### src/include/psc_consts.svh
/*
 protocol selection config: register offsets, field masks, reset values and
 selection codes. assumes inclusion by bare name from design files.
*/
`ifndef PSC_CONSTS_SVH
`define PSC_CONSTS_SVH

// ===========================================================
// register offsets
`define PSC_OFF_SEL 8'h16
`define PSC_OFF_ADDR 8'h18
`define PSC_OFF_SRC0 8'h1A
`define PSC_OFF_SRC1 8'h1B

// ===========================================================
// writable bit masks, reserved bits read zero
`define PSC_MASK_SEL 8'h07
`define PSC_MASK_ADDR 8'h0F
`define PSC_MASK_SRC0 8'hFF
`define PSC_MASK_SRC1 8'h8F

// ===========================================================
// reset values (unprogrammed fuse pattern)
`define PSC_RST_REG 8'h00

// ===========================================================
// selection codes
`define PSC_SEL_DSI3_SPI 3'h0
`define PSC_SEL_PSI5_SPI 3'h1
`define PSC_SEL_SPI_A 3'h2
`define PSC_SEL_DSI3 3'h3
`define PSC_SEL_SPI_B 3'h4
`define PSC_SEL_PSI5 3'h5
`define PSC_SEL_I2C_A 3'h6
`define PSC_SEL_I2C_B 3'h7

`endif

### src/include/psc_pkg.sv
/*
 types shared by the protocol selection config block and its users.
 assumes compilation before every design file.
*/
package psc_pkg;

   // ===========================================================
   // request kinds and carriers
   typedef enum logic [1:0] {PSC_RD, PSC_WR, PSC_DATA, PSC_TEST} psc_kind_t;

   typedef struct packed {
      psc_kind_t kind;
      logic [7:0] addr;
      logic [7:0] wdata;
   } psc_req_t;

   typedef struct packed {
      logic [7:0] rdata;
      logic err;
   } psc_rsp_t;

   typedef struct packed {
      logic dsi3;
      logic psi5;
      logic spi;
      logic i2c;
   } psc_proto_t;

   typedef struct packed {
      logic en;
      logic [2:0] fmt;
      logic [3:0] tag;
   } psc_src_t;

   typedef enum logic {PSC_LOAD, PSC_RUN} psc_state_t;

endpackage

### src/psc_arb.sv
/*
 two-channel arbiter granting one register access a cycle in arrival order.
 assumes requests hold valid and data until ready.
*/
`timescale 1ns/10ps

module psc_arb (
   // clock and reset
   input wire logic clk_in,
   input wire logic rst_b_in,
   // control
   input wire logic en_in,
   input wire logic [1:0] valid_in,
   // grants
   output logic [1:0] ready_out
);

   logic wait1_ff;
   logic pick1;

   // a channel left waiting wins a tie; fresh ties go to channel 0
   assign pick1 = valid_in[1] & (~valid_in[0] | wait1_ff);
   assign ready_out[1] = en_in & pick1;
   assign ready_out[0] = en_in & valid_in[0] & ~pick1;

   always_ff @(posedge clk_in) begin
      if (!rst_b_in) begin
         wait1_ff <= 1'b0;
      end else begin
         wait1_ff <= valid_in[1] & ~ready_out[1];
      end
   end
endmodule

### src/psc_parity_guard.sv
/*
 array error detection: a parity bit per register, taken on every write or
 load, compared against the register content each cycle it is not written.
 assumes we_in and wdata_in carry the value the register takes next edge.
*/
`timescale 1ns/10ps

module psc_parity_guard #(
   parameter int N = 4
) (
   // clock and reset
   input wire logic clk_in,
   input wire logic rst_b_in,
   // register traffic
   input wire logic [N-1:0] we_in,
   input wire logic [N-1:0][7:0] wdata_in,
   input wire logic [N-1:0][7:0] regs_in,
   // status
   output logic err_out
);

   logic [N-1:0] par_ff;
   logic [N-1:0] bad;

   genvar g;
   generate
      for (g = 0; g < N; g++) begin : g_par
         always_ff @(posedge clk_in) begin
            if (!rst_b_in) begin
               par_ff[g] <= 1'b0;
            end else if (we_in[g]) begin
               par_ff[g] <= ^wdata_in[g];
            end
         end
         assign bad[g] = ~we_in[g] & (par_ff[g] != ^regs_in[g]);
      end
   endgenerate

   // sticky: an upset is kept until reset so software cannot miss it
   always_ff @(posedge clk_in) begin
      if (!rst_b_in) begin
         err_out <= 1'b0;
      end else if (|bad) begin
         err_out <= 1'b1;
      end
   end

endmodule

### src/psc_top.sv
/*
 protocol selection config register group: protocol choice, arming and
 undervoltage gating, node address and two data source descriptors.
 assumes fuse values and status inputs come from logic on clk_in, and that
 protocol engines present register accesses on two request channels.
*/
`timescale 1ns/10ps
`include "psc_consts.svh"

// Behaviour
// - selection register readable and writable in DSI3, SPI and I2C
// - changing selection in PSI5 programming mode flags user fuse error
// - selection low three bits pick protocols, upper bits reserved
// - arming follows its config for codes 0,1,2,4, else off
// - bus undervoltage for codes 3,5 only, else buffer supply monitored
// - selection that disables an active protocol waits for reset
// - running codes 2 to 7 never change protocol on write
// - code 1 ignores SPI until PSI5 init phase 3, test entry allowed
// - code 1 accepts only SPI register reads and test entry, rejects writes and data
// - codes 0 and 1 complete accesses in arrival order
// - selection, address and source registers under array error check
// - node address four bits, upper zero, zero means discovery assigns
// - non-zero fused address skips discovery and is used directly
// - register write may change address, reset reloads fused value
// - node address has no effect outside DSI3
// - source registers RW in DSI3, SPI, I2C, PSI5 programming
// - source fields: enable bit7, format 6:4, tag 3:0, reserved 6:4 in source 1
// - source enable switches its data source on or off
module psc_top (
   // clock and reset
   input wire logic clk_in,
   input wire logic rst_b_in,
   // fused values and device status
   input wire logic [7:0] fuse_sel_in,
   input wire logic [7:0] fuse_addr_in,
   input wire logic [7:0] fuse_src0_in,
   input wire logic [7:0] fuse_src1_in,
   input wire logic psi5_prog_in,
   input wire logic psi5_init3_done_in,
   input wire logic [2:0] arm_cfg_in,
   // main protocol request channel (DSI3, PSI5 or I2C engine)
   input wire logic bus_req_valid_in,
   input wire psc_pkg::psc_req_t bus_req_in,
   output logic bus_req_ready_out,
   // SPI request channel
   input wire logic spi_req_valid_in,
   input wire psc_pkg::psc_req_t spi_req_in,
   output logic spi_req_ready_out,
   // answers
   output logic rsp_valid_out,
   output logic rsp_chan_out,
   output psc_pkg::psc_rsp_t rsp_out,
   // configuration to the device
   output psc_pkg::psc_proto_t proto_en_out,
   output logic arming_en_out,
   output logic bus_uv_en_out,
   output logic buf_uv_en_out,
   output logic discovery_en_out,
   output logic [3:0] node_addr_out,
   output psc_pkg::psc_src_t src0_out,
   output psc_pkg::psc_src_t src1_out,
   // events and errors
   output logic spi_test_entry_out,
   output logic user_fuse_err_out,
   output logic array_err_out
);
   import psc_pkg::*;

   localparam int NREG = 4;
   localparam logic [NREG-1:0][7:0] OFFS =
      {`PSC_OFF_SRC1, `PSC_OFF_SRC0, `PSC_OFF_ADDR, `PSC_OFF_SEL};
   localparam logic [NREG-1:0][7:0] MASKS =
      {`PSC_MASK_SRC1, `PSC_MASK_SRC0, `PSC_MASK_ADDR, `PSC_MASK_SEL};
   localparam int I_SEL = 0;
   localparam int I_ADDR = 1;
   localparam int I_SRC0 = 2;
   localparam int I_SRC1 = 3;

   // ===========================================================
   // selection decode
   function automatic psc_proto_t proto_of(input logic [2:0] code);
      psc_proto_t p;
      p = '0;
      unique case (code)
         `PSC_SEL_DSI3_SPI: begin
            p.dsi3 = 1'b1;
            p.spi = 1'b1;
         end
         `PSC_SEL_PSI5_SPI: begin
            p.psi5 = 1'b1;
            p.spi = 1'b1;
         end
         `PSC_SEL_SPI_A, `PSC_SEL_SPI_B: p.spi = 1'b1;
         `PSC_SEL_DSI3: p.dsi3 = 1'b1;
         `PSC_SEL_PSI5: p.psi5 = 1'b1;
         `PSC_SEL_I2C_A, `PSC_SEL_I2C_B: p.i2c = 1'b1;
      endcase
      return p;
   endfunction

   // ===========================================================
   // state
   psc_state_t state_ff;
   logic [2:0] active_sel_ff;
   logic [NREG-1:0][7:0] regs_ff;
   logic fuse_addr_zero_ff;
   logic rsp_valid_ff;
   logic rsp_chan_ff;
   psc_rsp_t rsp_ff;
   logic spi_test_ff;
   logic user_fuse_err_ff;

   logic loading;
   logic [1:0] ready;
   logic gnt;
   logic gnt_chan;
   psc_req_t gnt_req;
   logic [NREG-1:0] hit;
   logic [NREG-1:0] we;
   logic [NREG-1:0][7:0] new_val;
   logic [NREG-1:0][7:0] fuse_val;
   logic spi_drop;
   logic spi_rej;
   logic psi5_lock;
   logic wr;
   logic sel_wr;
   logic [2:0] new_sel;
   psc_proto_t act_p;
   psc_proto_t new_p;
   logic [7:0] rdata;

   assign loading = state_ff == PSC_LOAD;
   assign act_p = proto_of(active_sel_ff);
   assign fuse_val = {fuse_src1_in, fuse_src0_in, fuse_addr_in, fuse_sel_in};

   // ===========================================================
   // request ordering
   psc_arb u_arb (
      .clk_in(clk_in),
      .rst_b_in(rst_b_in),
      .en_in(~loading),
      .valid_in({spi_req_valid_in, bus_req_valid_in}),
      .ready_out(ready)
   );

   assign bus_req_ready_out = ready[0];
   assign spi_req_ready_out = ready[1];
   assign gnt = |ready;
   assign gnt_chan = ready[1];
   assign gnt_req = ready[1] ? spi_req_in : bus_req_in;

   // ===========================================================
   // access checks
   always_comb begin
      spi_drop = 1'b0;
      spi_rej = 1'b0;
      if (gnt_chan && active_sel_ff == `PSC_SEL_PSI5_SPI) begin
         spi_drop = ~psi5_init3_done_in && gnt_req.kind != PSC_TEST;
         spi_rej = gnt_req.kind == PSC_WR || gnt_req.kind == PSC_DATA;
      end
   end

   // over PSI5 only programming mode may touch the registers
   assign psi5_lock = ~gnt_chan & act_p.psi5 & ~psi5_prog_in;
   assign wr = gnt & gnt_req.kind == PSC_WR & ~spi_drop & ~spi_rej & ~psi5_lock;

   always_comb begin
      for (int i = 0; i < NREG; i++) begin
         hit[i] = gnt_req.addr == OFFS[i];
         new_val[i] = (loading ? fuse_val[i] : gnt_req.wdata) & MASKS[i];
         we[i] = loading | (wr & hit[i]);
      end
   end

   // ===========================================================
   // control state
   always_ff @(posedge clk_in) begin
      if (!rst_b_in) begin
         state_ff <= PSC_LOAD;
      end else begin
         state_ff <= PSC_RUN;
      end
   end

   // ===========================================================
   // register array, loaded from fuses once after each reset
   always_ff @(posedge clk_in) begin
      if (!rst_b_in) begin
         regs_ff <= {NREG{`PSC_RST_REG}};
      end else begin
         for (int i = 0; i < NREG; i++) begin
            if (we[i]) begin
               regs_ff[i] <= new_val[i];
            end
         end
      end
   end

   // ===========================================================
   // running protocol: a change that drops an active protocol waits
   assign sel_wr = wr & hit[I_SEL];
   assign new_sel = new_val[I_SEL][2:0];
   assign new_p = proto_of(new_sel);

   always_ff @(posedge clk_in) begin
      if (!rst_b_in) begin
         active_sel_ff <= 3'h0;
      end else if (loading) begin
         active_sel_ff <= fuse_sel_in[2:0];
      end else if (sel_wr && !active_sel_ff[2] && !active_sel_ff[1]
                   && (new_p & act_p) == act_p) begin
         // codes 2..7 never switch at run time; 0 and 1 only widen
         active_sel_ff <= new_sel;
      end
   end

   // ===========================================================
   // fused address capture for discovery decision
   always_ff @(posedge clk_in) begin
      if (!rst_b_in) begin
         fuse_addr_zero_ff <= 1'b1;
      end else if (loading) begin
         fuse_addr_zero_ff <= (fuse_addr_in & `PSC_MASK_ADDR) == 8'h00;
      end
   end

   // ===========================================================
   // user fuse error: sticky until reset
   always_ff @(posedge clk_in) begin
      if (!rst_b_in) begin
         user_fuse_err_ff <= 1'b0;
      end else if (sel_wr && psi5_prog_in && new_val[I_SEL] != regs_ff[I_SEL]) begin
         user_fuse_err_ff <= 1'b1;
      end
   end

   // ===========================================================
   // answers
   always_comb begin
      rdata = 8'h00;
      for (int i = 0; i < NREG; i++) begin
         if (hit[i]) begin
            rdata = rdata | regs_ff[i];
         end
      end
   end

   always_ff @(posedge clk_in) begin
      if (!rst_b_in) begin
         rsp_valid_ff <= 1'b0;
         rsp_chan_ff <= 1'b0;
         rsp_ff <= '0;
      end else begin
         rsp_valid_ff <= gnt & ~spi_drop;
         rsp_chan_ff <= gnt_chan;
         rsp_ff.err <= spi_rej | psi5_lock
                       | ((gnt_req.kind == PSC_RD || gnt_req.kind == PSC_WR) & ~|hit);
         rsp_ff.rdata <= (gnt_req.kind == PSC_RD && !spi_rej) ? rdata : 8'h00;
      end
   end

   always_ff @(posedge clk_in) begin
      if (!rst_b_in) begin
         spi_test_ff <= 1'b0;
      end else begin
         spi_test_ff <= gnt & gnt_chan & gnt_req.kind == PSC_TEST;
      end
   end

   // ===========================================================
   // array error detection
   psc_parity_guard #(
      .N(NREG)
   ) u_guard (
      .clk_in(clk_in),
      .rst_b_in(rst_b_in),
      .we_in(we),
      .wdata_in(new_val),
      .regs_in(regs_ff),
      .err_out(array_err_out)
   );

   // ===========================================================
   // outputs
   assign rsp_valid_out = rsp_valid_ff;
   assign rsp_chan_out = rsp_chan_ff;
   assign rsp_out = rsp_ff;
   assign spi_test_entry_out = spi_test_ff;
   assign user_fuse_err_out = user_fuse_err_ff;
   assign proto_en_out = act_p;
   // arming only where SPI is among the protocols: codes 0,1,2,4
   assign arming_en_out = act_p.spi & (arm_cfg_in != 3'h0);
   assign bus_uv_en_out = (act_p.dsi3 | act_p.psi5) & ~act_p.spi;
   assign buf_uv_en_out = ~bus_uv_en_out;
   // address is meaningless outside DSI3, so it is held at zero there
   assign discovery_en_out = act_p.dsi3 & fuse_addr_zero_ff;
   assign node_addr_out = act_p.dsi3 ? regs_ff[I_ADDR][3:0] : 4'h0;
   assign src0_out = regs_ff[I_SRC0];
   assign src1_out = regs_ff[I_SRC1];
endmodule

### config.mk
export PLATFORM = sky130hd
export DESIGN_NAME = psc_top
export DESIGN_NICKNAME = d
export VERILOG_FILES = /design/src/include/psc_pkg.sv /design/src/psc_arb.sv /design/src/psc_parity_guard.sv /design/src/psc_top.sv
export VERILOG_INCLUDE_DIRS = /design/src /design/src/include
export SDC_FILE = /design/constraint.sdc
export NUM_CORES = 1
export LEC_CHECK = 0
export BUFFER_PORTS_ARGS = -buffer_cell sky130_fd_sc_hd__buf_2
export CORE_UTILIZATION = 40
export CTS_BUF_LIST = sky130_fd_sc_hd__clkbuf_8
export DETAILED_ROUTE_END_ITERATION = 12
export PLACE_DENSITY_LB_ADDON = 0.12
export RECOVER_POWER = 100
export SLEW_MARGIN = 20
export SYNTH_ARGS = -nofsm -noshare
export SYNTH_HDL_FRONTEND = slang
export SYNTH_HIERARCHICAL = 1
export SYNTH_SLANG_ARGS = --single-unit
### constraint.sdc
create_clock -name clk_in -period 4.5 [get_ports clk_in]
set_input_delay 0.45 -clock clk_in [delete_from_list [all_inputs] [get_ports clk_in]]
set_output_delay 0.45 -clock clk_in [all_outputs]
set_load 0.03 [all_outputs]
# Word level (Yosys, flattened, before mapping)
# Cells that the tools add are included.
# Widths: inputs -> output; s select.
dict set report word_totals {
  word_cells 163
  reg_bits 44
  output_inout_bits 44
}
dict set report op_classes {
  eq_ne 29
  bitwise 53
  reduce_logical 39
  mux 23
}
# cell n
set ops {}
lappend ops {{$reduce_xor 8->1} 8}
lappend ops {{$mux 8} 5}
lappend ops {{$eq 8x5->1 const B} 4}
lappend ops {{$and 1x1->1} 26}
lappend ops {{$eq 3x3->1 const B} 8}
lappend ops {{$mux 18} 1}
lappend ops {{$or 8x8->8} 2}
lappend ops {{$reduce_or 4->1} 4}
lappend ops {{$not 1->1} 15}
lappend ops {{$reduce_or 2->1} 7}
lappend ops {{$eq 3x2->1 const B} 4}
lappend ops {{$mux 3} 4}
lappend ops {{$mux 1} 11}
lappend ops {{$logic_and 1x1->1} 8}
lappend ops {{$logic_not 8->1} 1}
lappend ops {{$mux 4} 2}
lappend ops {{$or 1x1->1} 8}
lappend ops {{$or 8x4->8} 1}
lappend ops {{$eq 3x1->1 const B} 2}
lappend ops {{$logic_not 3->1} 2}
lappend ops {{$and 4x4->4} 1}
lappend ops {{$eq 2x2->1 const B} 2}
lappend ops {{$eq 4x4->1} 1}
lappend ops {{$logic_not 1->1} 4}
lappend ops {{9 further kinds} 13}

# Longest topological paths before layout
dict set report depth {
  ltp_word 18
  mapped_depth 15
  mapped_depth_nobuf 12
}

# Modules after synthesis
# Netlist, hierarchy kept.
# module area_each_um2 seq_area_each_um2 n_inst cells_each
set modules_own_cells {}
lappend modules_own_cells {psc_top 2284.7 760.7 1 259}
lappend modules_own_cells {psc_parity_guard 733.2 100.1 1 73}
lappend modules_own_cells {psc_arb 50.0 20.0 1 7}

# Least setup slack after synthesis
# No wires, ideal clock.
dict set report synth_timing {
  kind {input to register}
  from {input bus_req_valid_in}
  to {register u_guard.err_out}
  required_ps 4375
  t_arrival_ps 3424
  setup_ps 125
  path_stages 14
  path_slack_ps 951
  path_buffers 3
  path_cell_list {nand2b_1 -> and3_1 -> clkbuf_4 -> buf_2 -> mux2i_1 -> ha_1 -> and3b_1 -> o21ai_2 -> o2111ai_4 -> o21a_1 -> buf_2 -> inv_1 -> nor2_1 -> o41a_1}
}
dict set report synth_between {
  elab_chain_len 17
}
# item line_no
set synth_rtl {}
lappend synth_rtl {{from (decl)} psc_top.sv:42} ;# input wire logic bus_req_valid_in,
lappend synth_rtl {{$not 1->1 (*)} psc_arb.sv:22} ;# assign pick1 = valid_in[1] & (~valid_in[0] | wait1_ff);
lappend synth_rtl {{$or 1x1->1 (*)} psc_arb.sv:22}
lappend synth_rtl {{$and 1x1->1 (*)} psc_arb.sv:22}
lappend synth_rtl {{$and 1x1->1 (*)} psc_arb.sv:23} ;# assign ready_out[1] = en_in & pick1;
lappend synth_rtl {{via spi_req_ready_out} psc_top.sv:48} ;# output logic spi_req_ready_out,
lappend synth_rtl {{$mux 18} psc_top.sv:150} ;# assign gnt_req = ready[1] ? spi_req_in : bus_req_in;
lappend synth_rtl {{$ne 2x2->1} psc_top.sv:158} ;# spi_drop = ~psi5_init3_done_in && gnt_req.kind != PSC_TEST;
lappend synth_rtl {{$logic_and 1x1->1} psc_top.sv:158}
lappend synth_rtl {{$mux 1} psc_top.sv:157} ;# if (gnt_chan && active_sel_ff == `PSC_SEL_PSI5_SPI) begin
lappend synth_rtl {{$not 1->1} psc_top.sv:165} ;# assign wr = gnt & gnt_req.kind == PSC_WR & ~spi_drop & ~spi_rej & ~psi5_lock;
lappend synth_rtl {{$and 1x1->1 (3 in a row)} psc_top.sv:165}
lappend synth_rtl {{$and 1x1->1 (*)} psc_top.sv:171} ;# we[i] = loading | (wr & hit[i]);
lappend synth_rtl {{$or 1x1->1 (*)} psc_top.sv:171}
lappend synth_rtl {{via we[3]} psc_top.sv:119} ;# logic [NREG-1:0] we;
lappend synth_rtl {{$not 1->1 (*)} psc_parity_guard.sv:35} ;# assign bad[g] = ~we_in[g] & (par_ff[g] != ^regs_in[g]);
lappend synth_rtl {{$and 1x1->1 (*)} psc_parity_guard.sv:35}
lappend synth_rtl {{$reduce_or 4->1 (*)} psc_parity_guard.sv:43} ;# end else if (|bad) begin
lappend synth_rtl {{to (signal assigned)} psc_parity_guard.sv:42} ;# err_out <= 1'b0;
lappend synth_rtl {{to (signal assigned)} psc_parity_guard.sv:44} ;# err_out <= 1'b1;
lappend synth_rtl {{to (decl)} psc_parity_guard.sv:19} ;# output logic err_out
# The timed path passes the listed nets; every way through them passes the cells marked *.
# A chain may end at the register's enable or synchronous reset.

# Final worst setup path
dict set report layout_timing {
  from {register state_ff}
  to {register u_guard.err_out}
}
dict set report layout_between {
  elab_chain_len 14
}
# item line_no
set layout_rtl {}
lappend layout_rtl {{from (decl)} psc_top.sv:103} ;# psc_state_t state_ff;
lappend layout_rtl {{from (signal assigned)} psc_top.sv:179} ;# state_ff <= PSC_LOAD;
lappend layout_rtl {{from (signal assigned)} psc_top.sv:181} ;# state_ff <= PSC_RUN;
lappend layout_rtl {{$and 1x1->1} psc_arb.sv:23}
lappend layout_rtl {{$mux 18} psc_top.sv:150}
lappend layout_rtl {{$ne 2x2->1} psc_top.sv:158}
lappend layout_rtl {{$logic_and 1x1->1} psc_top.sv:158}
lappend layout_rtl {{$mux 1} psc_top.sv:157}
lappend layout_rtl {{$not 1->1} psc_top.sv:165}
lappend layout_rtl {{$and 1x1->1 (3 in a row)} psc_top.sv:165}
lappend layout_rtl {{$and 1x1->1} psc_top.sv:171}
lappend layout_rtl {{$or 1x1->1 (*)} psc_top.sv:171}
lappend layout_rtl {{via we[3]} psc_top.sv:119}
lappend layout_rtl {{$not 1->1 (*)} psc_parity_guard.sv:35}
lappend layout_rtl {{$and 1x1->1 (*)} psc_parity_guard.sv:35}
lappend layout_rtl {{$reduce_or 4->1 (*)} psc_parity_guard.sv:43}
# Marked as above.

==> metrics.md <==
| Metric | Value |
|---|---|
| Status | `finished with violations` |
| Violated checks | `capacitance limit, slew limit` |
| Nets | `532` |
| Worst slack, placed | `0.939 ns` |
| Synth Area per Inst | `9.05 um2` |
| Final Cycle Share | `79.9%` |
| Crit path cell chain | `clkbuf_1, nand2_1, a21oi_1, o2111ai_1, o21a_1, inv_1, nor2_1, o41a_1` |
| Flops & latches, synth | `44` |
| Slew Viols, Final | `80` |
| Initial antenna violation count | `0` |
| DRT iter0 DRCs | `117` |
| Clock slew at reported path FFs | `0.09 ns` |
| H-tree depth | `2` |
| Post-CTS Hold Fix Bufs | `0` |
| RSZ-0062 raised after global routing | `no` |
| Pre-antenna DRT Iters | `4` |
| Crit path largest cell delay | `1.38 ns` |
| Hold Path Class | `in2reg` |
| Max-Cap Viols | `2` |
| Cells after synthesis | `339` |
| Req. time, crit path | `4.69 ns` |
| Final Hold Viols | `0` |
| Die area | `8020 um2` |
| Largest net degree at the start of global routing | `40` |
| Worst path arrival time | `3.79 ns` |
| Num rows | `31` |
| Vias in the first global route | `2395` |
| First-pass GRT wire length | `11600 um` |
| Post-synth EDFFs | `0` |
| Worst-Margin Slew | `1.92 ns` |
| Wire per inst | `13.4 um` |
| Tot GR Track Use | `19.4%` |
| Primary FF master, synth | `dfxtp_1` |
| Die Ht | `89.6 um` |
| Ranking of synthesized cells by area | `dfxtp_1 (29%), xnor2_1 (15%), mux2i_1 (10%)` |
| Max-Slew Margin vs Limit | `-28.1%` |
| Clock buffer depth | `2` |
| Ant. Diodes | `0` |
| Tmin final | `3.60 ns` |
| Starting Density | `41.9%` |
| Register area share after synthesis | `28.7%` |
| Crit start category | `flop` |
| Post-CTS Resized | `0` |
| Clk Latency, worst-skew pair | `0.30 ns` |
| Critical path type | `reg2reg` |
| Leak | `1.64 nW` |
| CTS tree | `yes` |
| Final wirelength | `7410 um` |
| Clock Tree Root | `clkbuf_8` |
| Routability Congestion | `0.778` |
| Inserted Clock Buffers | `5` |
| Layout area overhead | `21.0%` |
| Crit path buf inv count | `2` |
| Routed via count | `2590` |
| Total core area | `7330 um2` |
| Final worst setup slack | `0.904 ns` |
| Util after Layout | `50.6%` |
| Chip width | `89.6 um` |
| Final TNS setup | `0 ns` |
| # setup viols final | `0` |
| Clock sink count | `44` |
| Vias per cell | `4.69` |
| Yosys top cell area share | `28.7%` |
| Async SR Flop Fraction | `0%` |
| YS warnings | `6` |
| Crit-path max FO | `39` |
| Unique masters post-synth | `54` |
| PortBufs | `105` |
| Synthesized cell area | `3070 um2` |
| Layout cells sized above 1 | `20.1%` |
| Overflow after GRT | `0` |
| DP HPWL | `5750 um` |
| Worst path slowest cell | `clkbuf_1` |
| Post-route ant nets | `0` |
| Setup Buffers After CTS | `0` |
| I/O pins | `121` |
| Worst VDD drop | `131 uV` |
| Clock skew | `0.00652 ns` |
| FMAX | `278 MHz` |
| Pwr Total | `1.15 mW` |
| Power density over the cells | `310 nW/um2` |
| Hold_ws | `0.387 ns` |
| Crit-path leading delay family | `buffers and inverters` |
| DR DRC count | `0` |
| CP endpoint kind | `flop` |
| Biggest area consumer among synthesized cells | `dfxtp_1` |
[synthesized netlist by cell type, drive strengths merged, types with 2 or more instances]
library cell,number
inv,16
nand2b,3
nor2,17
and2,10
a21boi,3
dfxtp,44
a21oi,11
nand3,2
nand2,26
ha,3
o21a,8
o31ai,4
and3,5
clkbuf,7
xnor3,4
nand4,2
and3b,2
o21ai,15
nor4b,3
mux2i,31
xnor2,52
buf,21
xor2,5
nor2b,22
a222oi,4
mux2,2
o211a,4
[state kept, by name (all words and copies together) (netlist names)]
| register | flops |
|---|---|
| rsp_out | 9 |
| u_guard/err_out | 1 |
| u_arb/wait1_ff | 1 |
| u_guard/par_ff | 4 |
| active_sel_ff | 3 |
| rsp_chan_out | 1 |
| fuse_addr_zero_ff | 1 |
| src1_out | 5 |
| regs_ff | 7 |
| rsp_valid_out | 1 |
| user_fuse_err_out | 1 |
| spi_test_entry_out | 1 |
| src0_out | 8 |
| state_ff | 1 |
[report_power, final]
group          internal (mW)  switching [mW]  total [mW]
Clock                  0.182           0.144       0.325
Sequential             0.416          0.0275       0.444
Combinational          0.182           0.199       0.381
[placed cells by master, fill, tap and decap left out, drive strengths merged, types with 2 or more instances in the layout]
cell type	instances
conb	27
o31ai	4
xnor2	52
o21a	8
and2	10
nand4	2
xor2	5
a21oi	11
nand3	2
inv	16
clkbuf	42
a222oi	4
mux2i	31
ha	3
a21boi	3
nor2b	22
dfxtp	44
and3b	2
nor2	17
o211a	4
o21ai	15
xnor3	4
mux2	2
and3	5
nand2b	3
nand2	26
nor4b	3
buf	72
[worst paths after layout]
check / start / end / slack (ns) / cells after the start
max: state_ff$_DFF_P_ / u_guard/err_out$_SDFFE_PN0P_ / 0.90 / 8
min: spi_req_valid_in / u_arb/wait1_ff$_SDFF_PN0_ / 0.39 / 3
max reg2reg: state_ff$_DFF_P_ / u_guard/err_out$_SDFFE_PN0P_ / 0.90 / 8
min reg2reg: fuse_addr_zero_ff$_SDFFE_PN1N_ / fuse_addr_zero_ff$_SDFFE_PN1N_ / 0.47 / 2
[per-stage QoR]
step,cell area [um2],cells
final,3710,552
after floorplan,3170,365
after global placement,3660,544
after detailed placement,3660,544
after CTS,3780,552
after global routing,3710,552
[logic make-up (layout without fill, tap and decap cells)]
| group | count (synthesis) | count (layout) | synth area share, % |
|---|---|---|---|
| buffers and inverters | 44 | 132 | 7.83 |
| AND/OR/NAND/NOR | 96 | 96 | 16.7 |
| adder cells (fa/ha/maj) | 3 | 3 | 1.22 |
| XOR/XNOR | 61 | 61 | 19.5 |
| flip-flops | 44 | 44 | 28.7 |
| multiplexers | 33 | 33 | 11.0 |
| AO/OA/AOI/OAI | 57 | 57 | 15.0 |
| other | 1 | 27 | 0.122 |
[layer usage]
metal	routed length, um	GRT usage [%]
met1	3400	23.9
met2	3560	34.1
met3	329	3.75
met4	116	6.06
met5	0	0
[worst min-delay path: cells and delay by family]
family | cells | cell delay [ns]
buf+inv | 1 | 0.11
simple gates | 1 | 0.05
compound gates | 1 | 0.03
[cell type report]
| type | count | area (um2) |
|---|---|---|
| Clock buffer | 6 | 82.6 |
| Clock inverter | 2 | 38.8 |
| Fill cell | 753 | 3620 |
| Inverter | 16 | 60.1 |
| Multi-Input combinational cell | 277 | 2030 |
| Sequential cell | 44 | 881 |
| Tap cell | 99 | 124 |
| Timing Repair Buffer | 108 | 498 |
No activity file was read; power rests on OpenSTA's default activity.
